File: src/hw/sfb_defs.vh
`ifndef SFB_DEFS_VH
`define SFB_DEFS_VH
// ==========================================
// Read opcodes that move data out
`define SFB_OP_READ      8'h03
`define SFB_OP_FAST      8'h0b
`define SFB_OP_DUAL_OUT  8'h3b
`define SFB_OP_DUAL_IO   8'hbb
`define SFB_OP_QUAD_OUT  8'h6b
`define SFB_OP_QUAD_IO   8'heb
// ==========================================
// Frame field lengths in bits (command given as its last bit index)
`define SFB_CMD_LAST     6'h07
`define SFB_ADDR_BITS    6'h18
`define SFB_BYTE_BITS    4'h8
// ==========================================
// Dummy clocks between address and data (mode bits folded in)
`define SFB_DUMMY_NONE   4'h0
`define SFB_DUMMY_FAST   4'h8
`define SFB_DUMMY_DUALIO 4'h4
`define SFB_DUMMY_QUADIO 4'h6
// ==========================================
// Lane widths
`define SFB_W1           3'h1
`define SFB_W2           3'h2
`define SFB_W4           3'h4
// ==========================================
// Status register two and address map fields
`define SFB_QE_BIT       1
`define SFB_SECTOR_MSB   20
`define SFB_SECTOR_LSB   12
`define SFB_HALF_LSB     15
`define SFB_BLOCK_LSB    16
// Byte sent when the read-data FIFO has run dry
`define SFB_FILL_BYTE    8'hff
`endif

File: src/hw/sfb_front_end.v
// Operation
// - Sector n covers 4 KB from n*4 KB
// - Eight sectors form aligned 32 KB half block
// - Two half blocks form aligned 64 KB block
// - Works in clock modes 0 and 3
// - Inputs captured on serial clock rising edge
// - Outputs change only after serial clock falling
// - Dual read opcodes move data on two lanes
// - Lanes zero and one become bidirectional
// - Quad read opcodes move data on four
// - Lanes two and three replace protect, pause
// - Quad opcodes accepted only with enable bit
// - Unselected until first chip select falling edge
// - Ignore instructions while power-on reset held
// - Reset internal state when reset releases
// - Stop responding at once when reset returns
// - Chip select low means selected and active
// - Standby only once internal write cycle ends
// - Deselected ignores inputs, lanes high impedance
// - Enable bit is status_reg_two bit one
`timescale 1ns/1ps
`include "sfb_defs.vh"

// ==========================================
// Read-data FIFO
module sfb_fifo #(
	parameter W     = 8,
	parameter DEPTH = 8,
	parameter AW    = 3
) (
	input  wire         sys_clk_i,
	input  wire         nrst_i,
	input  wire [W-1:0] in_data_i,
	input  wire         in_valid_i,
	output wire         in_ready_o,
	output wire [W-1:0] out_data_o,
	output wire         out_valid_o,
	input  wire         out_ready_i
);
	reg  [W-1:0] mem [0:DEPTH-1];
	reg  [AW:0]  wr_q;
	reg  [AW:0]  rd_q;
	wire         full  = (wr_q[AW] != rd_q[AW]) && (wr_q[AW-1:0] == rd_q[AW-1:0]);
	wire         empty = (wr_q == rd_q);

	assign in_ready_o  = ~full;
	assign out_valid_o = ~empty;
	assign out_data_o  = mem[rd_q[AW-1:0]];

	always @(posedge sys_clk_i)
	begin
		if (in_valid_i && !full)
			mem[wr_q[AW-1:0]] <= in_data_i;
	end

	always @(posedge sys_clk_i)
	begin
		if (!nrst_i)
		begin
			wr_q <= {(AW+1){1'b0}};
			rd_q <= {(AW+1){1'b0}};
		end
		else
		begin
			if (in_valid_i && !full)
				wr_q <= wr_q + 1'b1;
			if (out_ready_i && !empty)
				rd_q <= rd_q + 1'b1;
		end
	end
endmodule

// ==========================================
// Serial bus front end
module sfb_front_end #(
	parameter FIFO_DEPTH = 8,
	parameter FIFO_AW    = 3
) (
	input  wire        sys_clk_i,
	input  wire        nrst_i,
	input  wire        sclk_i,
	input  wire        cs_n_i,
	input  wire [3:0]  lane_i,
	output reg  [3:0]  lane_o,
	output wire [3:0]  lane_oe_o,
	input  wire [7:0]  status_reg_two_i,
	input  wire        busy_i,
	output wire        selected_o,
	output wire        standby_o,
	output wire        wp_n_o,
	output wire        hold_n_o,
	output reg  [7:0]  opcode_o,
	output reg         opcode_valid_o,
	output reg  [23:0] addr_o,
	output reg         addr_valid_o,
	output reg  [8:0]  sector_o,
	output reg  [5:0]  half_block_o,
	output reg  [4:0]  block_o,
	output reg  [7:0]  rx_byte_o,
	output reg         rx_valid_o,
	input  wire [7:0]  rd_data_i,
	input  wire        rd_valid_i,
	output wire        rd_ready_o
);
	localparam ST_IDLE   = 3'h0;
	localparam ST_CMD    = 3'h1;
	localparam ST_ADDR   = 3'h2;
	localparam ST_DUMMY  = 3'h3;
	localparam ST_DOUT   = 3'h4;
	localparam ST_DIN    = 3'h5;
	localparam ST_IGNORE = 3'h6;

	// ==========================================
	// Pin synchronisers
	reg [1:0] sclk_sq;
	reg       sclk_p_q;
	reg [1:0] cs_sq;
	reg       cs_p_q;
	reg [3:0] lane_s1_q;
	reg [3:0] lane_s2_q;

	always @(posedge sys_clk_i)
	begin
		if (!nrst_i)
		begin
			sclk_sq   <= 2'h0;
			sclk_p_q  <= 1'b0;
			cs_sq     <= 2'h0;
			cs_p_q    <= 1'b0;
			lane_s1_q <= 4'hf;
			lane_s2_q <= 4'hf;
		end
		else
		begin
			sclk_sq   <= {sclk_sq[0], sclk_i};
			sclk_p_q  <= sclk_sq[1];
			cs_sq     <= {cs_sq[0], cs_n_i};
			cs_p_q    <= cs_sq[1];
			lane_s1_q <= lane_i;
			lane_s2_q <= lane_s1_q;
		end
	end

	wire sclk_rise = sclk_sq[1] & ~sclk_p_q;
	wire sclk_fall = ~sclk_sq[1] & sclk_p_q;
	// Previous level resets low, so a chip select held low through reset never counts as an edge
	wire cs_fall   = ~cs_sq[1] & cs_p_q;

	// ==========================================
	// Selection and power state
	reg  armed_q;
	wire qe  = status_reg_two_i[`SFB_QE_BIT];
	// The arming edge selects at once, so the first frame after reset is not lost
	wire sel = (armed_q | cs_fall) & ~cs_sq[1];

	always @(posedge sys_clk_i)
	begin
		if (!nrst_i)
			armed_q <= 1'b0;
		else if (cs_fall)
			armed_q <= 1'b1;
	end

	assign selected_o = sel;
	assign standby_o  = ~sel & ~busy_i;
	assign wp_n_o     = qe ? 1'b1 : lane_s2_q[2];
	assign hold_n_o   = qe ? 1'b1 : lane_s2_q[3];

	// ==========================================
	// Receive shifter
	reg [2:0]  state_q;
	reg [23:0] sh_q;
	reg [5:0]  cnt_q;
	reg [2:0]  w_q;
	reg [2:0]  w_data_q;
	reg [3:0]  dummy_q;

	// Highest lane carries the most significant bit of each group
	function [23:0] shift_in;
		input [23:0] s;
		input [2:0]  w;
		input [3:0]  l;
		begin
			case (w)
				`SFB_W2: shift_in = {s[21:0], l[1:0]};
				`SFB_W4: shift_in = {s[19:0], l};
				default: shift_in = {s[22:0], l[0]};
			endcase
		end
	endfunction

	wire [23:0] sh_nx  = shift_in(sh_q, w_q, lane_s2_q);
	wire [5:0]  cnt_nx = cnt_q + {3'h0, w_q};
	wire [7:0]  op_nx  = sh_nx[7:0];

	always @(posedge sys_clk_i)
	begin
		if (!nrst_i)
		begin
			state_q        <= ST_IDLE;
			sh_q           <= 24'h0;
			cnt_q          <= 6'h0;
			w_q            <= `SFB_W1;
			w_data_q       <= `SFB_W1;
			dummy_q        <= `SFB_DUMMY_NONE;
			opcode_o       <= 8'h0;
			opcode_valid_o <= 1'b0;
			addr_o         <= 24'h0;
			addr_valid_o   <= 1'b0;
			sector_o       <= 9'h0;
			half_block_o   <= 6'h0;
			block_o        <= 5'h0;
			rx_byte_o      <= 8'h0;
			rx_valid_o     <= 1'b0;
		end
		else
		begin
			opcode_valid_o <= 1'b0;
			addr_valid_o   <= 1'b0;
			rx_valid_o     <= 1'b0;
			if (!sel)
				state_q <= ST_IDLE;
			else if (cs_fall)
			begin
				state_q <= ST_CMD;
				cnt_q   <= 6'h0;
				w_q     <= `SFB_W1;
			end
			else if (sclk_rise)
			begin
				sh_q  <= sh_nx;
				cnt_q <= cnt_nx;
				case (state_q)
					ST_CMD:
					begin
						if (cnt_q == `SFB_CMD_LAST)
						begin
							opcode_o       <= op_nx;
							opcode_valid_o <= 1'b1;
							cnt_q          <= 6'h0;
							state_q        <= ST_ADDR;
							case (op_nx)
								`SFB_OP_READ:
								begin
									w_data_q <= `SFB_W1;
									dummy_q  <= `SFB_DUMMY_NONE;
								end
								`SFB_OP_FAST:
								begin
									w_data_q <= `SFB_W1;
									dummy_q  <= `SFB_DUMMY_FAST;
								end
								`SFB_OP_DUAL_OUT:
								begin
									w_data_q <= `SFB_W2;
									dummy_q  <= `SFB_DUMMY_FAST;
								end
								`SFB_OP_DUAL_IO:
								begin
									w_q      <= `SFB_W2;
									w_data_q <= `SFB_W2;
									dummy_q  <= `SFB_DUMMY_DUALIO;
								end
								`SFB_OP_QUAD_OUT:
								begin
									w_data_q <= `SFB_W4;
									dummy_q  <= `SFB_DUMMY_FAST;
									if (!qe)
										state_q <= ST_IGNORE;
								end
								`SFB_OP_QUAD_IO:
								begin
									w_q      <= `SFB_W4;
									w_data_q <= `SFB_W4;
									dummy_q  <= `SFB_DUMMY_QUADIO;
									if (!qe)
										state_q <= ST_IGNORE;
								end
								default:
									state_q <= ST_DIN;
							endcase
						end
					end
					ST_ADDR:
					begin
						if (cnt_nx == `SFB_ADDR_BITS)
						begin
							addr_o       <= sh_nx;
							addr_valid_o <= 1'b1;
							sector_o     <= sh_nx[`SFB_SECTOR_MSB:`SFB_SECTOR_LSB];
							half_block_o <= sh_nx[`SFB_SECTOR_MSB:`SFB_HALF_LSB];
							block_o      <= sh_nx[`SFB_SECTOR_MSB:`SFB_BLOCK_LSB];
							cnt_q        <= 6'h0;
							if (dummy_q == `SFB_DUMMY_NONE)
							begin
								state_q <= ST_DOUT;
								w_q     <= w_data_q;
							end
							else
								state_q <= ST_DUMMY;
						end
					end
					ST_DUMMY:
					begin
						dummy_q <= dummy_q - 4'h1;
						if (dummy_q == 4'h1)
						begin
							state_q <= ST_DOUT;
							w_q     <= w_data_q;
						end
					end
					ST_DIN:
					begin
						if (cnt_nx == {2'h0, `SFB_BYTE_BITS})
						begin
							rx_byte_o  <= sh_nx[7:0];
							rx_valid_o <= 1'b1;
							cnt_q      <= 6'h0;
						end
					end
					default:
						cnt_q <= 6'h0;
				endcase
			end
		end
	end

	// ==========================================
	// Transmit shifter, driven only after falling edges
	wire [7:0] fifo_data;
	wire       fifo_valid;
	reg  [7:0] tx_q;
	reg  [3:0] left_q;
	reg        drive_q;
	wire       in_dout = sel & (state_q == ST_DOUT);
	wire       need    = in_dout & sclk_fall & (left_q == 4'h0);
	wire [7:0] tx_byte = fifo_valid ? fifo_data : `SFB_FILL_BYTE;
	wire [7:0] tx_src  = (left_q == 4'h0) ? tx_byte : tx_q;
	wire [3:0] step    = {1'b0, w_q};

	// Stalls the user's source once the FIFO holds a full burst
	sfb_fifo #(
		.W     (8),
		.DEPTH (FIFO_DEPTH),
		.AW    (FIFO_AW)
	) u_fifo (
		.sys_clk_i   (sys_clk_i),
		.nrst_i      (nrst_i),
		.in_data_i   (rd_data_i),
		.in_valid_i  (rd_valid_i),
		.in_ready_o  (rd_ready_o),
		.out_data_o  (fifo_data),
		.out_valid_o (fifo_valid),
		.out_ready_i (need)
	);

	always @(posedge sys_clk_i)
	begin
		if (!nrst_i)
		begin
			tx_q    <= 8'h0;
			left_q  <= 4'h0;
			drive_q <= 1'b0;
			lane_o  <= 4'h0;
		end
		else if (!in_dout)
		begin
			left_q  <= 4'h0;
			drive_q <= 1'b0;
		end
		else if (sclk_fall)
		begin
			drive_q <= 1'b1;
			case (w_q)
				`SFB_W2: lane_o <= {2'h0, tx_src[7:6]};
				`SFB_W4: lane_o <= tx_src[7:4];
				default: lane_o <= {2'h0, tx_src[7], 1'b0};
			endcase
			tx_q   <= tx_src << w_q;
			left_q <= (left_q == 4'h0) ? (`SFB_BYTE_BITS - step) : (left_q - step);
		end
	end

	// Only the lanes in use are driven; the rest stay released for the host
	assign lane_oe_o = !(drive_q && in_dout) ? 4'h0 :
	                   (w_q == `SFB_W4) ? 4'hf :
	                   (w_q == `SFB_W2) ? 4'h3 : 4'h2;
endmodule

File: config.mk
export PLATFORM = sky130hd
export DESIGN_NAME = sfb_front_end
export DESIGN_NICKNAME = d
export VERILOG_FILES = /design/src/hw/sfb_front_end.v
export VERILOG_INCLUDE_DIRS = /design/src /design/src/hw
export SDC_FILE = /design/constraint.sdc
export NUM_CORES = 1
export LEC_CHECK = 0
export BUFFER_PORTS_ARGS = -buffer_cell sky130_fd_sc_hd__buf_4
export CAP_MARGIN = 25
export CORE_UTILIZATION = 53
export CTS_CLUSTER_DIAMETER = 60
export CTS_CLUSTER_SIZE = 24
export DETAILED_ROUTE_END_ITERATION = 10
export PLACE_DENSITY = 0.85
export SLEW_MARGIN = 20
export SYNTH_ARGS = -nofsm -noshare
export SYNTH_HDL_FRONTEND = slang
export SYNTH_SLANG_ARGS = --single-unit
File: constraint.sdc
create_clock -name sys_clk_i -period 3.2 [get_ports sys_clk_i]
set_input_delay 0.32 -clock sys_clk_i [delete_from_list [all_inputs] [get_ports sys_clk_i]]
set_output_delay 0.32 -clock sys_clk_i [all_outputs]
set_load 0.1 [all_outputs]
# --- Yosys cells after proc, flatten, opt, wreduce, memory -nomap -nowiden ---
# Memories as Yosys holds them, arrays and structs flattened. A register that Yosys moved wholly into a read port is not among the register bits.
# Index checks and enable logic that the tools add are counted.
word_totals:
  ff_bits: 145
  latchBits: 0
  ram_bits: 64
  mem_bits_ro: 0
  in_bits: 26
  out_inout_bits: 76
  wordCells: 166
  memories: 1
classes:
  n_addsub: 6
  n_mul: 0
  div_mod_pow: 0
  magnitude_cmp: 0
  n_eq_ne: 29
  shift: 1
  mux: 44
  n_bitwise: 21
  reduce_logical: 35
mem_list:
  columns: ["memory", "words", "width", "rd", "rd_clocked_by_memory_dff", "wr", "line_no", "text"]
  rows:
  - ["u_fifo.mem", 8, 8, 1, 1, 1, "sfb_front_end.v:40", "reg [W-1:0] mem [0:DEPTH-1];"]
ops:
  columns: ["op", "n"]
  rows:
  - ["$pmux 24 s2", 1]
  - ["$mux 3", 13]
  - ["$mux 6", 5]
  - ["$pmux 3 s3", 3]
  - ["$reduce_and 5->1", 5]
  - ["$pmux 6 s4", 1]
  - ["$eq 8x8->1 const B", 2]
  - ["$mux 4", 4]
  - ["$mux 8", 2]
  - ["$pmux 4 s2", 2]
  - ["$pmux 4 s4", 1]
  - ["$reduce_or 5->1", 3]
  - ["$ne 3x3->1 const B", 4]
  - ["$not 1->1", 12]
  - ["$pmux 3 s2", 2]
  - ["$reduce_and 6->1", 2]
  - ["$mux 1", 10]
  - ["$eq 3x2->1 const B", 3]
  - ["$eq 3x3->1 const B", 3]
  - ["$add 4x1->4 const B", 2]
  - ["$and 1x1->1", 8]
  - ["$eq 8x2->1 const B", 1]
  - ["$eq 8x4->1 const B", 1]
  - ["$eq 8x6->1 const B", 1]
  - ["other kinds (30)", 45]

# --- Logic depth before layout (Yosys ltp) ---
logic_depth:
  word_depth: 10
  ltp_mapped: 11
  depth_no_buf: 10

# --- By module ---
# Synthesis repeated with hierarchy kept, for this count alone.
unflattened:
  cells_unflattened: 864
  area_unflattened_um2: 9080.0
by_module_without_submodules:
  columns: ["module", "instances", "cells_each", "area_per_inst_um2", "seq_area_each_um2"]
  rows:
  - ["sfb_front_end", 1, 686, 5835.6, 2342.2]
  - ["sfb_fifo", 1, 178, 3244.4, 2142.1]

# --- Worst setup path after synthesis ---
# No wires, ideal clock.
synth_path:
  kind: "register -> output"
  from: "reg w_q[2]"
  to: "out lane_oe_o[0]"
  t_arrival_ns: 3.075
  required_ns: 2.880
  slack_ns: -0.195
  stages_incl_launch_ff: 9
  path_buffers: 4
  path_cell_list: "dfxtp_1 -> buf_4 -> clkbuf_1 -> clkinv_1 -> nor2_1 -> clkbuf_1 -> nor2_1 -> clkbuf_1 -> nor2_1"
synth_between:
  elab_chain_len: 4
  elab_cells_between_ends: 5
  cone_classes: "eq/ne: 2; mux: 3"
synth_lines:
  columns: ["element", "line_no", "text"]
  rows:
  - ["start, declared", "sfb_front_end.v:174", "reg [2:0] w_q;"]
  - ["start signal, assigned", "sfb_front_end.v:203", "w_q <= `SFB_W1;"]
  - ["start signal, assigned", "sfb_front_end.v:227", "w_q <= `SFB_W1;"]
  - ["start signal, assigned", "sfb_front_end.v:260", "w_q <= `SFB_W2;"]
  - ["$eq 3x2->1", null, null]
  - ["$mux 1", "sfb_front_end.v:387", "(w_q == `SFB_W2) ? 4'h3 : 4'h2;"]
  - ["$mux 4 *", "sfb_front_end.v:386", "(w_q == `SFB_W4) ? 4'hf :"]
  - ["$mux 4 *", "sfb_front_end.v:385", "assign lane_oe_o = !(drive_q && in_dout) ? 4'h0 :"]
  - ["end, declared", "sfb_front_end.v:85", "output wire [3:0] lane_oe_o,"]
# Every way passes the cells marked *; elsewhere a longest branch is shown, timed or not.

# --- Worst setup path in the final report ---
layout_path:
  from: "reg w_q[1]"
  to: "reg w_q[2]"
layout_between:
  elab_chain_len: 8
  elab_cells_between_ends: 15
  cone_classes: "add/sub: 1; eq/ne: 7; mux: 6; reduce/logical: 1"
layout_lines:
  columns: ["element", "line_no", "text"]
  rows:
  - ["$eq 3x3->1 / $eq 3x2->1 (equally long branches)", "sfb_front_end.v:184", "case (w)"]
  - ["$pmux 24 s2", "sfb_front_end.v:184", null]
  - ["$eq 8x8->1", "sfb_front_end.v:242", "case (op_nx)"]
  - ["$pmux 3 s2", "sfb_front_end.v:242", null]
  - ["$mux 3", "sfb_front_end.v:236", "if (cnt_q == `SFB_CMD_LAST)"]
  - ["$pmux 3 s3", "sfb_front_end.v:233", "case (state_q)"]
  - ["$mux 3", "sfb_front_end.v:229", "else if (sclk_rise)"]
  - ["$mux 3", "sfb_front_end.v:223", "else if (cs_fall)"]
# Several ways; a longest one is shown, not always the timed one. The select of a mux whose other input is x is not followed.
# A chain may end at the register's enable or synchronous reset.

==> impl_metrics.json <==
{
  "status": "complete, no violations",
  "cts_buffer_depth": 2,
  "synth_cell_types": 72,
  "ant_nets": 0,
  "ys_seq_area_share_pct": 52.0,
  "vias": 6780,
  "dp.cells": 1114,
  "arrival_ns": 3.33,
  "coreArea_mm2": 0.0159,
  "grt_first_pass_wirelength_mm": 31.3,
  "rsz0062_at_grt": "no",
  "grt_max_degree": 88,
  "power_uw": 5020,
  "cts_sinks": 192,
  "cts_buffers": 17,
  "p_leak_uw": 0.00376,
  "startpoint_type": "flop",
  "post_cts_buffers": 0,
  "gp_congestion": 0.924,
  "drv_slew": 0,
  "maxCapViolCount": 0,
  "drive_gt1_share_pct": 22.3,
  "tightest_slew_ns": 0.662,
  "worstPathCellList": "or3b_1 > a21boi_4 > o211ai_4 > nor3_4 > nand3_2 > a221o_1 > or4_1 > o31ai_1",
  "fin_cells": 1146,
  "die_w_um": 130,
  "dp_hpwl_mm": 13.3,
  "antenna_found_initial": 0,
  "nets": 955,
  "syn_area_mm2": 0.00862,
  "dieHeight_um": 130,
  "avgSynthCellArea_um2": 10.2,
  "setup_tns_ns": 0,
  "endpoint_kind": "flop",
  "placement_rows": 46,
  "grt_overflow": 0,
  "whs_ns": 0.0660,
  "start_util_pct": 54.3,
  "path_buf_inv": 0,
  "drc": 0,
  "numPortBuffers": 94,
  "synth_edf_count": 64,
  "syn_inst": 843,
  "clock_latency_ns": 0.43,
  "slowest_stage": "or4_1",
  "ys.flop_type": "dfxtp_1",
  "drt_iter0_drc": 728,
  "die_area_mm2": 0.0168,
  "synthArstFlopShare_pct": 0,
  "peakVddDrop_mv": 0.447,
  "max_slew_margin_pct": 55.9,
  "grt_pass1_vias": 6175,
  "routed_wirelength_mm": 20.2,
  "post_drt_wl_per_cell_um": 17.6,
  "hold_viol": 0,
  "yosys_register_bits": 192,
  "setup_violations": 0,
  "io_pins": 102,
  "yosysWarnings": 0,
  "viasPerCell": 5.92,
  "cts_tree": "yes",
  "cts.clk_slew.worst_paths_ns": 0.07,
  "critPathRequiredTime_ns": 3.55,
  "area_delta_synth_final_pct": 17.7,
  "post-route-period-util_pct": 93.3,
  "gr-usage-all-layers_pct": 24.5,
  "clockRootBuffer": "clkbuf_16",
  "num_antenna_cells": 0,
  "cellPowerDensity_mw_per_mm2": 495,
  "first_pass_iters": 5,
  "htreeDepth": 4,
  "syn_nets": 881,
  "critPathKind": "flop to flop",
  "timing.fmax_mhz": 335,
  "hold_path.class": "primary input to flop",
  "fin_skew_ns": 0.00972,
  "min_period_ns": 2.99,
  "cp_slowest_stage_delay_ns": 0.59,
  "cp_top_family": "simple AND/OR/NAND/NOR gates",
  "crit_fanout": 9
}
[state kept, by name, indices dropped and copies added, names as in the netlist, 6 cells and up, named ones only]
| name | count |
|---|---|
| u_fifo.mem | 64 |
| addr_o | 24 |
| rx_byte_o | 8 |
| sh_q | 23 |
| cnt_q | 6 |
| tx_q | 8 |
| opcode_o | 8 |
[final cells by class]
| cell class | instances | area, um^2 |
|---|---|---|
| flip-flops and latches | 192 | 4480 |
| clock buffers | 18 | 429 |
| repair buffers | 131 | 996 |
| fillers | 1240 | 5740 |
| multi-input cells | 559 | 3720 |
| inverters | 16 | 60.1 |
| well taps | 216 | 270 |
| clock inverters | 14 | 186 |
[synth_stat cells, drive strengths merged, types with 3 or more instances]
cell / number / area share (%)
a31oi: 3 / 0.22
clkbuf: 46 / 2.0
edfxtp: 64 / 22
a22o: 14 / 1.4
nor2b: 10 / 0.73
dfxtp: 128 / 30
a21boi: 3 / 0.39
ha: 10 / 1.5
xor2: 8 / 0.81
and2: 12 / 0.87
a22oi: 6 / 0.52
o22ai: 6 / 0.44
a21oi: 65 / 3.8
o221a: 5 / 0.65
o211ai: 3 / 0.42
nor3: 19 / 1.2
buf: 30 / 2.5
nor4: 5 / 0.36
xnor2: 8 / 0.81
inv: 14 / 0.61
nand2b: 17 / 1.2
o22a: 6 / 0.61
o31ai: 4 / 0.35
or3: 3 / 0.22
o221ai: 3 / 0.38
and4: 3 / 0.30
mux2i: 17 / 2.0
a32o: 3 / 0.35
nand2: 74 / 3.2
a21o: 4 / 0.35
nand4: 5 / 0.36
nand3: 14 / 0.87
mux4: 16 / 4.2
mux2: 8 / 1.0
or2: 5 / 0.36
o21ai: 23 / 1.3
nor2: 106 / 4.6
a211oi: 40 / 3.5
[final timing paths]
check | start | to | slack, ns | cells after the start
hold reg to reg | lane_s1_q[2] | lane_s2_q[2] | 0.41 | 1
hold / removal | lane_i[3] | lane_s1_q[3] | 0.07 | 2
setup reg to reg | w_q[1] | w_q[2] | 0.21 | 8
setup / recovery | w_q[1] | w_q[2] | 0.21 | 8
[power by group]
| group | switching [uW] | internal, uW | leakage, uW |
|---|---|---|---|
| registers | 23.4 | 2550 | 0.00162 |
| logic | 133 | 90.6 | 0.00185 |
| clock network | 918 | 1310 | 0.000288 |
[kinds of logic (layout without fill, tap and decap cells)]
| group | Yosys count | in the layout | synth area share, % |
|---|---|---|---|
| compound gates | 208 | 208 | 16.9 |
| xor+xnor | 16 | 16 | 1.62 |
| fa+ha+maj | 12 | 12 | 1.92 |
| buf+inv | 92 | 179 | 5.18 |
| flops | 192 | 192 | 52.0 |
| mux | 41 | 41 | 7.20 |
| simple gates | 282 | 282 | 15.2 |
[per-stage QoR]
stage	util [%]	cell area, um^2	setup slack, ns
after global routing	63.9	10100	0.00131
after floorplan	-	8630	0.0433
final	63.9	10100	0.214
after CTS	63.8	10100	0.178
after global placement	60.0	9530	0.311
after detailed placement	60.0	9530	0.260
[cell usage in the layout, fill, tap and decap left out, types with 6 or more instances in the layout]
cell type | Yosys | routed
a211oi_1 | 40 | 40
a21oi_1 | 65 | 65
a22o_1 | 14 | 14
a22oi_1 | 6 | 6
and2_1 | 12 | 12
buf_4 | 22 | 130
clkbuf_16 | 0 | 17
dfxtp_1 | 128 | 128
edfxtp_1 | 64 | 64
ha_1 | 10 | 10
inv_1 | 14 | 13
mux2_2 | 8 | 8
mux2i_1 | 17 | 17
mux4_2 | 16 | 16
nand2_1 | 74 | 74
nand2b_1 | 17 | 17
nand3_1 | 13 | 13
nor2_1 | 106 | 104
nor2b_1 | 10 | 10
nor3_1 | 18 | 17
o21ai_0 | 23 | 23
o22a_1 | 6 | 6
o22ai_1 | 6 | 6
xnor2_1 | 8 | 8
xor2_1 | 8 | 8
[per-layer routing]
layer  global-route usage (%)  vias up  share of wire (%)
li1                         -     3201                  -
met1                     29.7     3263                 41
met2                     42.7      277                 50
met3                     5.49       39                6.5
met4                     9.17        0                2.2
met5                        0        -                  0
[what timing repair did]
| item | CTS | global route |
|---|---|---|
| endpoints found under the setup margin | 0 | 1 |
| resized for setup | 0 | 1 |
| hold buffers | 0 | 0 |
No activity file was read; power rests on OpenSTA's default activity.
